==> src/rtl/rtca_pkg.sv <==
// Constants, register map and timing for the time, calendar and alarm core
package rtca_pkg;

    localparam int unsigned SYS_CLK_HZ     = 40_000_000;
    localparam int unsigned TB_FREQ_HZ     = 32_768;
    localparam int unsigned LEAD_TIME_US   = 244;
    localparam int unsigned UPDATE_TIME_US = 1948;
    // Time-base ticks, least times rounded up
    localparam int unsigned LEAD_TICKS     = (LEAD_TIME_US * TB_FREQ_HZ + 999_999) / 1_000_000;
    localparam int unsigned UPDATE_TICKS   = (UPDATE_TIME_US * TB_FREQ_HZ + 999_999) / 1_000_000;
    localparam int unsigned DIV_WIDTH      = 15;

    localparam logic [6:0] ADDR_SEC        = 7'h00;
    localparam logic [6:0] ADDR_SEC_ALM    = 7'h01;
    localparam logic [6:0] ADDR_MIN        = 7'h02;
    localparam logic [6:0] ADDR_MIN_ALM    = 7'h03;
    localparam logic [6:0] ADDR_HOUR       = 7'h04;
    localparam logic [6:0] ADDR_HOUR_ALM   = 7'h05;
    localparam logic [6:0] ADDR_WDAY       = 7'h06;
    localparam logic [6:0] ADDR_MDAY       = 7'h07;
    localparam logic [6:0] ADDR_MONTH      = 7'h08;
    localparam logic [6:0] ADDR_YEAR       = 7'h09;
    localparam logic [6:0] ADDR_DIV_RATE   = 7'h0A;
    localparam logic [6:0] ADDR_MODE       = 7'h0B;
    localparam logic [6:0] ADDR_IRQ_FLAGS  = 7'h0C;
    localparam logic [6:0] ADDR_MDAY_ALM   = 7'h0D;
    localparam logic [6:0] ADDR_CENTURY    = 7'h32;
    localparam logic [6:0] ADDR_SHARED     = 7'h7F;

    // Mode register bit positions
    localparam int unsigned MODE_HALT_BIT  = 7;
    localparam int unsigned MODE_PIE_BIT   = 6;
    localparam int unsigned MODE_AIE_BIT   = 5;
    localparam int unsigned MODE_UIE_BIT   = 4;
    localparam int unsigned MODE_BIN_BIT   = 2;
    localparam int unsigned MODE_H24_BIT   = 1;
    localparam logic [7:0]  MODE_WR_MASK   = 8'hF6;

    localparam logic [7:0] RST_TIME        = 8'h00;
    localparam logic [7:0] RST_DAY         = 8'h01;
    localparam logic [6:0] RST_DIV_RATE    = 7'h00;
    localparam logic [7:0] RST_MODE        = 8'h00;
    localparam logic [7:0] UNDEF_DATA      = 8'hFF;
    localparam logic [1:0] ALM_DONT_CARE   = 2'b11;

    typedef enum logic [1:0]
    {
        UPD_IDLE,
        UPD_PEND,
        UPD_BUSY
    } rtca_upd_e;

endpackage

==> src/rtl/rtca_core.sv <==
// Time, calendar and alarm counters with update sequencing and bank register access
`timescale 1ns/1ps
module rtca_core
(
    input  wire logic       i_clk_sys,
    input  wire logic       i_rst_b,
    input  wire logic       i_tb_tick,
    input  wire logic [7:0] i_addr,
    input  wire logic       i_wr_en,
    input  wire logic [7:0] i_wr_data,
    input  wire logic       i_rd_en,
    input  wire logic [7:0] i_irq_flags,
    input  wire logic [6:0] i_shared_status,
    output logic      [7:0] o_rd_data,
    output logic            o_update_pending,
    output logic            o_update_done,
    output logic            o_alarm_match,
    output logic      [3:0] o_rate_select,
    output logic      [2:0] o_irq_enables,
    output logic            o_shared_ctrl0
);
    import rtca_pkg::*;

    localparam logic [DIV_WIDTH-1:0] DIV_LAST  = {DIV_WIDTH{1'b1}};
    localparam logic [DIV_WIDTH-1:0] DIV_HALF  = {1'b1, {(DIV_WIDTH-1){1'b0}}};
    localparam logic [DIV_WIDTH-1:0] DIV_PEND  = DIV_WIDTH'(TB_FREQ_HZ - LEAD_TICKS);
    localparam logic [6:0]           BUSY_LAST = 7'(UPDATE_TICKS - 1);

    logic [7:0]           sec_ff, min_ff, hour_ff, wday_ff, mday_ff, month_ff, year_ff, cent_ff;
    logic [7:0]           sec_alm_ff, min_alm_ff, hour_alm_ff;
    logic [5:0]           mday_alm_ff;
    logic                 valid_ram_ff;
    logic [6:0]           div_rate_ff;
    logic [7:0]           mode_ff;
    logic                 shared0_ff;
    logic [7:0]           gp_ram [0:255];
    logic [DIV_WIDTH-1:0] div_cnt_ff;
    logic [6:0]           busy_cnt_ff;
    rtca_upd_e            upd_state_ff;
    logic [7:0]           rd_data_ff;
    logic                 alarm_ff;
    logic                 done_ff, pend_flag_ff;

    logic [7:0]           nxt_sec, nxt_min, nxt_hour, nxt_wday, nxt_mday, nxt_month, nxt_year, nxt_cent;
    logic                 bin_mode, h24_mode, halt, div_reset, div_stop;
    logic                 upd_go, blocked, wr_acc, rd_acc;
    logic [6:0]           idx;

    // Time, calendar and alarm bytes, except the day alarm
    function automatic logic is_timed(input logic [7:0] a);
        return (a[7] == 1'b0) && ((a[6:0] <= ADDR_YEAR) || (a[6:0] == ADDR_CENTURY));
    endfunction

    function automatic logic [7:0] to_bin(input logic [7:0] v, input logic bin);
        return bin ? v : 8'(({4'h0, v[7:4]} * 8'd10) + {4'h0, v[3:0]});
    endfunction

    function automatic logic [7:0] from_bin(input logic [7:0] v, input logic bin);
        logic [7:0] tens;
        logic [7:0] ones;
        tens = v / 8'd10;
        ones = v % 8'd10;
        return bin ? v : {tens[3:0], ones[3:0]};
    endfunction

    // Returns carry and next value, wrapping from hi back to lo
    function automatic logic [8:0] step(input logic [7:0] v, input logic [7:0] lo,
                                        input logic [7:0] hi, input logic bin);
        logic [7:0] b;
        b = to_bin(v, bin);
        if (b >= hi)
            return {1'b1, from_bin(lo, bin)};
        else
            return {1'b0, from_bin(8'(b + 8'd1), bin)};
    endfunction

    function automatic logic [7:0] month_days(input logic [7:0] m, input logic [7:0] y,
                                              input logic [7:0] c);
        logic leap;
        leap = (y[1:0] == 2'b00) && ((y != 8'd0) || (c[1:0] == 2'b00));
        case (m)
            8'd2:                     month_days = leap ? 8'd29 : 8'd28;
            8'd4, 8'd6, 8'd9, 8'd11:  month_days = 8'd30;
            default:                  month_days = 8'd31;
        endcase
    endfunction

    function automatic logic alm_hit(input logic [7:0] alm, input logic [7:0] cnt);
        return (alm[7:6] == ALM_DONT_CARE) || (alm == cnt);
    endfunction

    assign bin_mode  = mode_ff[MODE_BIN_BIT];
    assign h24_mode  = mode_ff[MODE_H24_BIT];
    assign halt      = mode_ff[MODE_HALT_BIT];
    assign div_reset = (div_rate_ff[6:4] == 3'b001) || (div_rate_ff[6:5] == 2'b11);
    assign div_stop  = (div_rate_ff[6:4] == 3'b011);
    assign idx       = i_addr[6:0];
    assign upd_go    = (upd_state_ff == UPD_PEND) && i_tb_tick && (div_cnt_ff == DIV_LAST) && !halt;
    assign blocked   = (upd_state_ff == UPD_BUSY) || upd_go;
    assign wr_acc    = i_wr_en && !(blocked && is_timed(i_addr));
    assign rd_acc    = i_rd_en;

    // Divider chain on the time base
    always_ff @(posedge i_clk_sys or negedge i_rst_b)
    begin
        if (!i_rst_b)
            div_cnt_ff <= DIV_HALF;
        else if (div_reset)
            div_cnt_ff <= DIV_HALF;
        else if (i_tb_tick && !div_stop)
            div_cnt_ff <= div_cnt_ff + 1'b1;
    end

    // Update sequencer
    always_ff @(posedge i_clk_sys or negedge i_rst_b)
    begin
        if (!i_rst_b)
        begin
            upd_state_ff <= UPD_IDLE;
            busy_cnt_ff  <= 7'h00;
        end
        else if (halt || div_reset || div_stop)
        begin
            upd_state_ff <= UPD_IDLE;
            busy_cnt_ff  <= 7'h00;
        end
        else
        begin
            case (upd_state_ff)
                UPD_IDLE:
                begin
                    if (i_tb_tick && (div_cnt_ff == DIV_PEND - 1'b1))
                        upd_state_ff <= UPD_PEND;
                end
                UPD_PEND:
                begin
                    if (upd_go)
                    begin
                        upd_state_ff <= UPD_BUSY;
                        busy_cnt_ff  <= 7'h00;
                    end
                end
                UPD_BUSY:
                begin
                    if (i_tb_tick)
                    begin
                        if (busy_cnt_ff == BUSY_LAST)
                            upd_state_ff <= UPD_IDLE;
                        else
                            busy_cnt_ff <= busy_cnt_ff + 1'b1;
                    end
                end
                default:
                    upd_state_ff <= UPD_IDLE;
            endcase
        end
    end

    // Next time and calendar values for one second step
    always_comb
    begin
        logic [8:0] r;
        logic [7:0] h;
        logic [7:0] hb;
        logic       carry;
        logic [7:0] dim;
        r         = 9'h000;
        h         = 8'h00;
        hb        = 8'h00;
        carry     = 1'b0;
        dim       = month_days(to_bin(month_ff, bin_mode), to_bin(year_ff, bin_mode), to_bin(cent_ff, bin_mode));
        nxt_sec   = sec_ff;
        nxt_min   = min_ff;
        nxt_hour  = hour_ff;
        nxt_wday  = wday_ff;
        nxt_mday  = mday_ff;
        nxt_month = month_ff;
        nxt_year  = year_ff;
        nxt_cent  = cent_ff;
        r         = step(sec_ff, 8'd0, 8'd59, bin_mode);
        nxt_sec   = r[7:0];
        if (r[8])
        begin
            r       = step(min_ff, 8'd0, 8'd59, bin_mode);
            nxt_min = r[7:0];
            if (r[8])
            begin
                if (h24_mode)
                begin
                    r        = step(hour_ff, 8'd0, 8'd23, bin_mode);
                    nxt_hour = r[7:0];
                    carry    = r[8];
                end
                else
                begin
                    hb = to_bin({1'b0, hour_ff[6:0]}, bin_mode);
                    h  = (hb >= 8'd12) ? 8'd1 : 8'(hb + 8'd1);
                    if (h == 8'd12)
                    begin
                        nxt_hour = {~hour_ff[7], 7'(from_bin(h, bin_mode))};
                        carry    = hour_ff[7];
                    end
                    else
                        nxt_hour = {hour_ff[7], 7'(from_bin(h, bin_mode))};
                end
                if (carry)
                begin
                    r        = step(wday_ff, 8'd1, 8'd7, bin_mode);
                    nxt_wday = r[7:0];
                    r        = step(mday_ff, 8'd1, dim, bin_mode);
                    nxt_mday = r[7:0];
                    if (r[8])
                    begin
                        r         = step(month_ff, 8'd1, 8'd12, bin_mode);
                        nxt_month = r[7:0];
                        if (r[8])
                        begin
                            r        = step(year_ff, 8'd0, 8'd99, bin_mode);
                            nxt_year = r[7:0];
                            if (r[8])
                            begin
                                r        = step(cent_ff, 8'd0, 8'd99, bin_mode);
                                nxt_cent = r[7:0];
                            end
                        end
                    end
                end
            end
        end
    end

    // Time and calendar counters: host writes or update step
    always_ff @(posedge i_clk_sys or negedge i_rst_b)
    begin
        if (!i_rst_b)
        begin
            sec_ff   <= RST_TIME;
            min_ff   <= RST_TIME;
            hour_ff  <= RST_TIME;
            wday_ff  <= RST_DAY;
            mday_ff  <= RST_DAY;
            month_ff <= RST_DAY;
            year_ff  <= RST_TIME;
            cent_ff  <= RST_TIME;
        end
        else if (upd_go)
        begin
            sec_ff   <= nxt_sec;
            min_ff   <= nxt_min;
            hour_ff  <= nxt_hour;
            wday_ff  <= nxt_wday;
            mday_ff  <= nxt_mday;
            month_ff <= nxt_month;
            year_ff  <= nxt_year;
            cent_ff  <= nxt_cent;
        end
        else if (wr_acc && !i_addr[7])
        begin
            case (idx)
                ADDR_SEC:     sec_ff   <= i_wr_data;
                ADDR_MIN:     min_ff   <= i_wr_data;
                ADDR_HOUR:    hour_ff  <= i_wr_data;
                ADDR_WDAY:    wday_ff  <= i_wr_data;
                ADDR_MDAY:    mday_ff  <= i_wr_data;
                ADDR_MONTH:   month_ff <= i_wr_data;
                ADDR_YEAR:    year_ff  <= i_wr_data;
                ADDR_CENTURY: cent_ff  <= i_wr_data;
                default:      ;
            endcase
        end
    end

    // Alarm bytes; the day alarm stays writable during updates
    always_ff @(posedge i_clk_sys or negedge i_rst_b)
    begin
        if (!i_rst_b)
        begin
            sec_alm_ff   <= RST_TIME;
            min_alm_ff   <= RST_TIME;
            hour_alm_ff  <= RST_TIME;
            mday_alm_ff  <= 6'h00;
            valid_ram_ff <= 1'b0;
        end
        else
        begin
            if (wr_acc && !i_addr[7])
            begin
                case (idx)
                    ADDR_SEC_ALM:  sec_alm_ff  <= i_wr_data;
                    ADDR_MIN_ALM:  min_alm_ff  <= i_wr_data;
                    ADDR_HOUR_ALM: hour_alm_ff <= i_wr_data;
                    ADDR_MDAY_ALM: mday_alm_ff <= i_wr_data[5:0];
                    default:       ;
                endcase
            end
            if (rd_acc && !i_addr[7] && (idx == ADDR_MDAY_ALM))
                valid_ram_ff <= 1'b1;
        end
    end

    // Control registers
    always_ff @(posedge i_clk_sys or negedge i_rst_b)
    begin
        if (!i_rst_b)
        begin
            div_rate_ff <= RST_DIV_RATE;
            mode_ff     <= RST_MODE;
            shared0_ff  <= 1'b0;
        end
        else if (wr_acc)
        begin
            if (!i_addr[7] && (idx == ADDR_DIV_RATE))
                div_rate_ff <= i_wr_data[6:0];
            if (!i_addr[7] && (idx == ADDR_MODE))
            begin
                mode_ff <= i_wr_data & MODE_WR_MASK;
                if (i_wr_data[MODE_HALT_BIT])
                    mode_ff[MODE_UIE_BIT] <= 1'b0;
            end
            if (idx == ADDR_SHARED)
                shared0_ff <= i_wr_data[0];
        end
    end

    // General purpose bytes of both banks
    always_ff @(posedge i_clk_sys)
    begin
        if (wr_acc && (idx > ADDR_MDAY_ALM) && (idx != ADDR_CENTURY) && (idx != ADDR_SHARED))
            gp_ram[i_addr] <= i_wr_data;
        else if (wr_acc && i_addr[7] && (idx <= ADDR_MDAY_ALM))
            gp_ram[i_addr] <= i_wr_data;
    end

    // Read data, one cycle after the strobe
    always_ff @(posedge i_clk_sys or negedge i_rst_b)
    begin
        if (!i_rst_b)
            rd_data_ff <= 8'h00;
        else if (rd_acc)
        begin
            if (blocked && is_timed(i_addr))
                rd_data_ff <= UNDEF_DATA;
            else if (idx == ADDR_SHARED)
                rd_data_ff <= {i_shared_status, shared0_ff};
            else if (i_addr[7])
                rd_data_ff <= gp_ram[i_addr];
            else
            begin
                case (idx)
                    ADDR_SEC:       rd_data_ff <= sec_ff;
                    ADDR_SEC_ALM:   rd_data_ff <= sec_alm_ff;
                    ADDR_MIN:       rd_data_ff <= min_ff;
                    ADDR_MIN_ALM:   rd_data_ff <= min_alm_ff;
                    ADDR_HOUR:      rd_data_ff <= hour_ff;
                    ADDR_HOUR_ALM:  rd_data_ff <= hour_alm_ff;
                    ADDR_WDAY:      rd_data_ff <= wday_ff;
                    ADDR_MDAY:      rd_data_ff <= mday_ff;
                    ADDR_MONTH:     rd_data_ff <= month_ff;
                    ADDR_YEAR:      rd_data_ff <= year_ff;
                    ADDR_DIV_RATE:  rd_data_ff <= {(upd_state_ff != UPD_IDLE), div_rate_ff};
                    ADDR_MODE:      rd_data_ff <= mode_ff;
                    ADDR_IRQ_FLAGS: rd_data_ff <= i_irq_flags;
                    ADDR_MDAY_ALM:  rd_data_ff <= {valid_ram_ff, 1'b0, mday_alm_ff};
                    ADDR_CENTURY:   rd_data_ff <= cent_ff;
                    default:        rd_data_ff <= gp_ram[i_addr];
                endcase
            end
        end
    end

    // Alarm and update-end pulses
    always_ff @(posedge i_clk_sys or negedge i_rst_b)
    begin
        if (!i_rst_b)
        begin
            alarm_ff <= 1'b0;
            done_ff  <= 1'b0;
            pend_flag_ff <= 1'b0;
        end
        else
        begin
            alarm_ff <= upd_go && alm_hit(sec_alm_ff, nxt_sec) && alm_hit(min_alm_ff, nxt_min)
                        && alm_hit(hour_alm_ff, nxt_hour);
            done_ff  <= (upd_state_ff == UPD_BUSY) && i_tb_tick && (busy_cnt_ff == BUSY_LAST)
                        && !halt && !div_reset && !div_stop;
            pend_flag_ff <= !halt && !div_reset && !div_stop && ((upd_state_ff == UPD_PEND)
                            || ((upd_state_ff == UPD_IDLE) && i_tb_tick && (div_cnt_ff == DIV_PEND - 1'b1))
                            || ((upd_state_ff == UPD_BUSY) && !(i_tb_tick && (busy_cnt_ff == BUSY_LAST))));
        end
    end

    assign o_rd_data        = rd_data_ff;
    assign o_update_pending = pend_flag_ff;
    assign o_update_done    = done_ff;
    assign o_alarm_match    = alarm_ff;
    assign o_rate_select    = div_rate_ff[3:0];
    assign o_irq_enables    = mode_ff[MODE_PIE_BIT:MODE_UIE_BIT];
    assign o_shared_ctrl0   = shared0_ff;
endmodule

==> config.mk <==
export PLATFORM = sky130hd
export DESIGN_NAME = rtca_core
export DESIGN_NICKNAME = d
export VERILOG_FILES = /design/src/rtl/rtca_pkg.sv /design/src/rtl/rtca_core.sv
export SDC_FILE = /design/constraint.sdc
export NUM_CORES = 2
export LEC_CHECK = 0
export BUFFER_PORTS_ARGS = -buffer_cell sky130_fd_sc_hd__clkbuf_2
export CAP_MARGIN = 20
export CORE_MARGIN = 4
export CORE_UTILIZATION = 45
export DETAILED_ROUTE_END_ITERATION = 16
export PLACE_DENSITY = 0.66
export SYNTH_ARGS = -nofsm -noshare
export SYNTH_HDL_FRONTEND = slang
export SYNTH_SLANG_ARGS = --single-unit
==> constraint.sdc <==
create_clock -name i_clk_sys -period 10.57 [get_ports i_clk_sys]
set_clock_uncertainty 0.2 [all_clocks]
set_input_delay 0.5285 -clock i_clk_sys [delete_from_list [all_inputs] [get_ports i_clk_sys]]
set_output_delay 0.5285 -clock i_clk_sys [all_outputs]
set_load 0.05 [all_outputs]
==> results.py <==
metrics = {
    "logic_synthesis": {
        "mappedNetlistArea_mm2": 0.0965,
        "number_of_enable_type_register_cells_in_the_synthesized_netlist": 2048,
        "synth.avg_cell_area_um2": 17.3,
        "synth_ff_type": "edfxtp_1",
        "synth.distinct_cells": 109,
        "synth-seq-cells": 2192,
        "synth_sequential_area_ratio_pct": 67.5,
        "synthCells": 5578,
        "share_of_flip_flops_with_an_asynchronous_set_or_reset_pct": 6.57,
        "yosysWarnings": 0,
    },
    "placement": {
        "placed_area_mm2": 0.101,
        "dp_slack_ns": 3.23,
        "io_buffers": 54,
        "dp.final_hpwl_mm": 151,
        "globalplace.congestion": 0.903,
        "place.detailed.instances": 8388,
    },
    "die": {
        "num_rows": 169,
        "fp.dieArea_mm2": 0.222,
        "die_w_um": 471,
        "core_area_mm2": 0.213,
        "design.portCount": 55,
        "die_extent_in_y_um": 471,
        "start_util_pct": 45.4,
    },
    "clock_network": {
        "post-cts-setup-buffers": 0,
        "tritoncts.num_buffers": 216,
        "cts-root-buf": "clkbuf_16",
        "clkTransAtPathRegs_ns": 0.06,
        "cts_max_level": 4,
        "clock_tree.buffer_depth": 3,
        "source_to_sink_clock_delay_at_the_later_pin_of_the_worst_skew_pair_ns": 0.86,
        "clock_tree_from_tritoncts": "yes",
        "numClockSinks": 2192,
    },
    "finish": {
        "final_core_occ_pct": 50.7,
        "final_nets": 5964,
        "final_non_filler_cell_area_mm2": 0.108,
        "post_route_cells_drive_above_1_share_pct": 20.6,
        "layout.cells.non_filler": 8817,
        "mostFrequentLayoutCells": "edfxtp_1, mux4_2, nor2_1, nand2_1, clkbuf_16",
        "areaGrowthSynthToFinish_pct": 11.8,
        "final_common_cell": "edfxtp_1",
    },
    "detailed_routing": {
        "vias": 54100,
        "finalWirelength_mm": 241,
        "ant_nets": 0,
        "via_per_inst": 6.13,
        "avg_wl_per_cell_um": 27.3,
        "dr.pass1.iters": 8,
        "detailedRoute.firstIterationViolations": 6513,
        "post-route-drc-count": 0,
    },
    "timing": {
        "rsz_0062_raised_after_global_routing": "false",
        "totalNegativeSetupSlack_ns": 0,
        "fmaxAchievable_mhz": 134,
        "finalHoldViolCount": 0,
        "post-route-min-period_ns": 7.44,
        "setup_viol_count_final": 0,
        "max_slew_margin_pct": 18.6,
        "timing.hold.ws_ns": 0.00737,
        "finalMaxSlewViolations": 0,
        "timing.final.ws_setup_ns": 3.13,
        "tightest_slew_ns": 1.22,
        "share_of_the_cycle_needed_by_the_critical_path_after_routing_pct": 70.4,
    },
    "grt": {
        "grt_first_pass_wirelength_mm": 359,
        "grt_overflow": 0,
        "global_route.usage.total_pct": 21.6,
        "maximum_number_of_pins_on_one_net_before_global_route_repair": 196,
        "via_count_of_the_first_global_routing_pass": 53500,
        "initial_antenna_violation_count": 7,
    },
    "power": {
        "power.static_leakage_nw": 35.2,
        "power.clock.fraction_pct": 39.3,
        "vdd_drop_max_mv": 0.177,
        "power_report.internal_total_mw": 14.5,
        "fraction_of_power_spent_switching_nets_pct": 23.9,
        "seqPwrFrac_pct": 50.7,
        "p_sw_mw": 4.57,
        "p_total_mw": 19.1,
        "combinationalPowerShare_pct": 10.0,
        "power_density_mw_per_mm2": 177,
    },
    "critical_path": {
        "timing.critical_path.slowest_stage_cell": "a21oi_1",
        "setup.worst_path.class": "reg2reg",
        "cp_data_arrival_time_ns": 7.92,
        "timing.critical_path.mode_cell": "ha_1",
        "critical_path_peak_fanout": 11,
        "timing.critical_path.required_ns": 11.05,
        "crit_end_category": "flip-flop",
        "path_cells": "ha_1 -> ha_1 -> fa_1 -> nor2_1 -> o211a_1 -> o21ai_1 -> a21boi_2 -> xnor2_2 -> inv_1 -> ha_1 -> o32ai_1 -> o21bai_1 -> a21oi_1 -> or3_1 -> o2111ai_1 -> nor3_1 -> ha_1 -> a2111oi_0 -> a211oi_2 -> xnor2_1 -> or4_1 -> a2111oi_2",
        "critical_path.startpoint_type": "flip-flop",
        "slowest_delay_ns": 0.73,
    },
    "min_path": {
        "type_of_the_most_critical_hold_path": "in2reg",
    },
    "flow_run": {
        "max-cap-violations": 0,
    },
    "outcome": {
        "status": "complete, no violations",
    },
}
## repair_timing
item,4_1_cts,5_1_grt
resized for setup,0,0
hold endpoints to repair,479,0
hold buffers,20,0
## final cells by class
| class | instances | area (µm²) |
|---|---|---|
| fillers | 17300 | 105000 |
| flip-flops and latches | 2192 | 65100 |
| multi-input cells | 3156 | 30600 |
| clock buffers | 264 | 5680 |
| well taps | 2821 | 3530 |
| repair buffers | 176 | 1470 |
| clock inverters | 138 | 1260 |
| inverters | 66 | 250 |
| diodes | 4 | 10.0 |
## flip-flops by register name, summed over array words and instances, names as in the netlist, 2 cells and up
name	cells
busy_cnt_ff	7
gp_ram	2048
upd_state_ff	2
cent_ff	8
div_rate_ff	7
month_ff	8
hour_ff	8
hour_alm_ff	8
wday_ff	8
mday_alm_ff	6
div_cnt_ff	15
sec_ff	8
mode_ff	6
min_alm_ff	8
sec_alm_ff	8
o_rd_data	8
mday_ff	8
min_ff	8
year_ff	8
## worst max-delay path: cells and delay by family (launching register included)
family,cells,cell delay [ns]
compound gates,10,3.07
fa+ha+maj,5,1.76
simple gates,4,1.14
xor+xnor,2,0.58
flops,1,0.44
buf+inv,1,0.10
## cells by family (layout without fill, tap and decap cells)
| group | after synthesis | in the layout | synth area share [%] |
|---|---|---|---|
| flops | 2192 | 2192 | 67.5 |
| mux | 757 | 757 | 16.4 |
| other cells | 1 | 148 | 0.00389 |
| buf+inv | 373 | 644 | 1.50 |
| compound gates | 799 | 799 | 5.80 |
| simple gates | 1193 | 1193 | 5.85 |
| xor+xnor | 139 | 139 | 1.27 |
| fa+ha+maj | 124 | 124 | 1.72 |
## Yosys cell counts (all sizes together), types with 48 or more instances
cell type	number	area, µm²
a211oi	48	370
a21oi	132	664
a22oi	57	428
buf	93	392
clkbuf	214	803
dfrtp	140	3500
edfxtp	2048	61500
ha	104	1300
inv	66	250
mux2	67	754
mux4	649	14600
nand2	232	871
nand3	104	521
nor2	459	1730
nor3	89	455
o21ai	169	846
xnor2	83	734
xor2	56	490
## power by group through the flow
stage	logic (mW)	registers (mW)	clock network [mW]
final	1.90	9.68	7.52
after global routing	2.06	9.69	8.03
after CTS	1.89	9.68	7.64
after detailed placement	1.87	9.86	0
after global placement	1.83	9.86	0
after floorplan	1.25	9.85	0
## path summary, 6_finish.rpt
path | startpoint | end | slack (ns) | depth (start not counted)
max in group asynchronous | i_rst_b | sec_alm_ff[3] | 8.70 | 3
min in group asynchronous | i_rst_b | o_rd_data[3] | 0.14 | 2
hold reg to reg | valid_ram_ff | valid_ram_ff | 0.29 | 1
hold / removal | i_wr_data[7] | gp_ram[74][7] | 0.007 | 1
setup / recovery | sec_ff[5] | o_alarm_match | 3.13 | 22
setup reg to reg | sec_ff[5] | o_alarm_match | 3.13 | 22
## routing by layer
layer	part of all wire, %	vias to the layer above	global-route usage (%)
met1	41	28200	30.4
met3	8.2	441	4.50
met5	0	-	0
li1	-	23200	-
met4	3.4	0	6.79
met2	48	2300	34.0
Note: power is estimated with default switching activity, not from simulation.
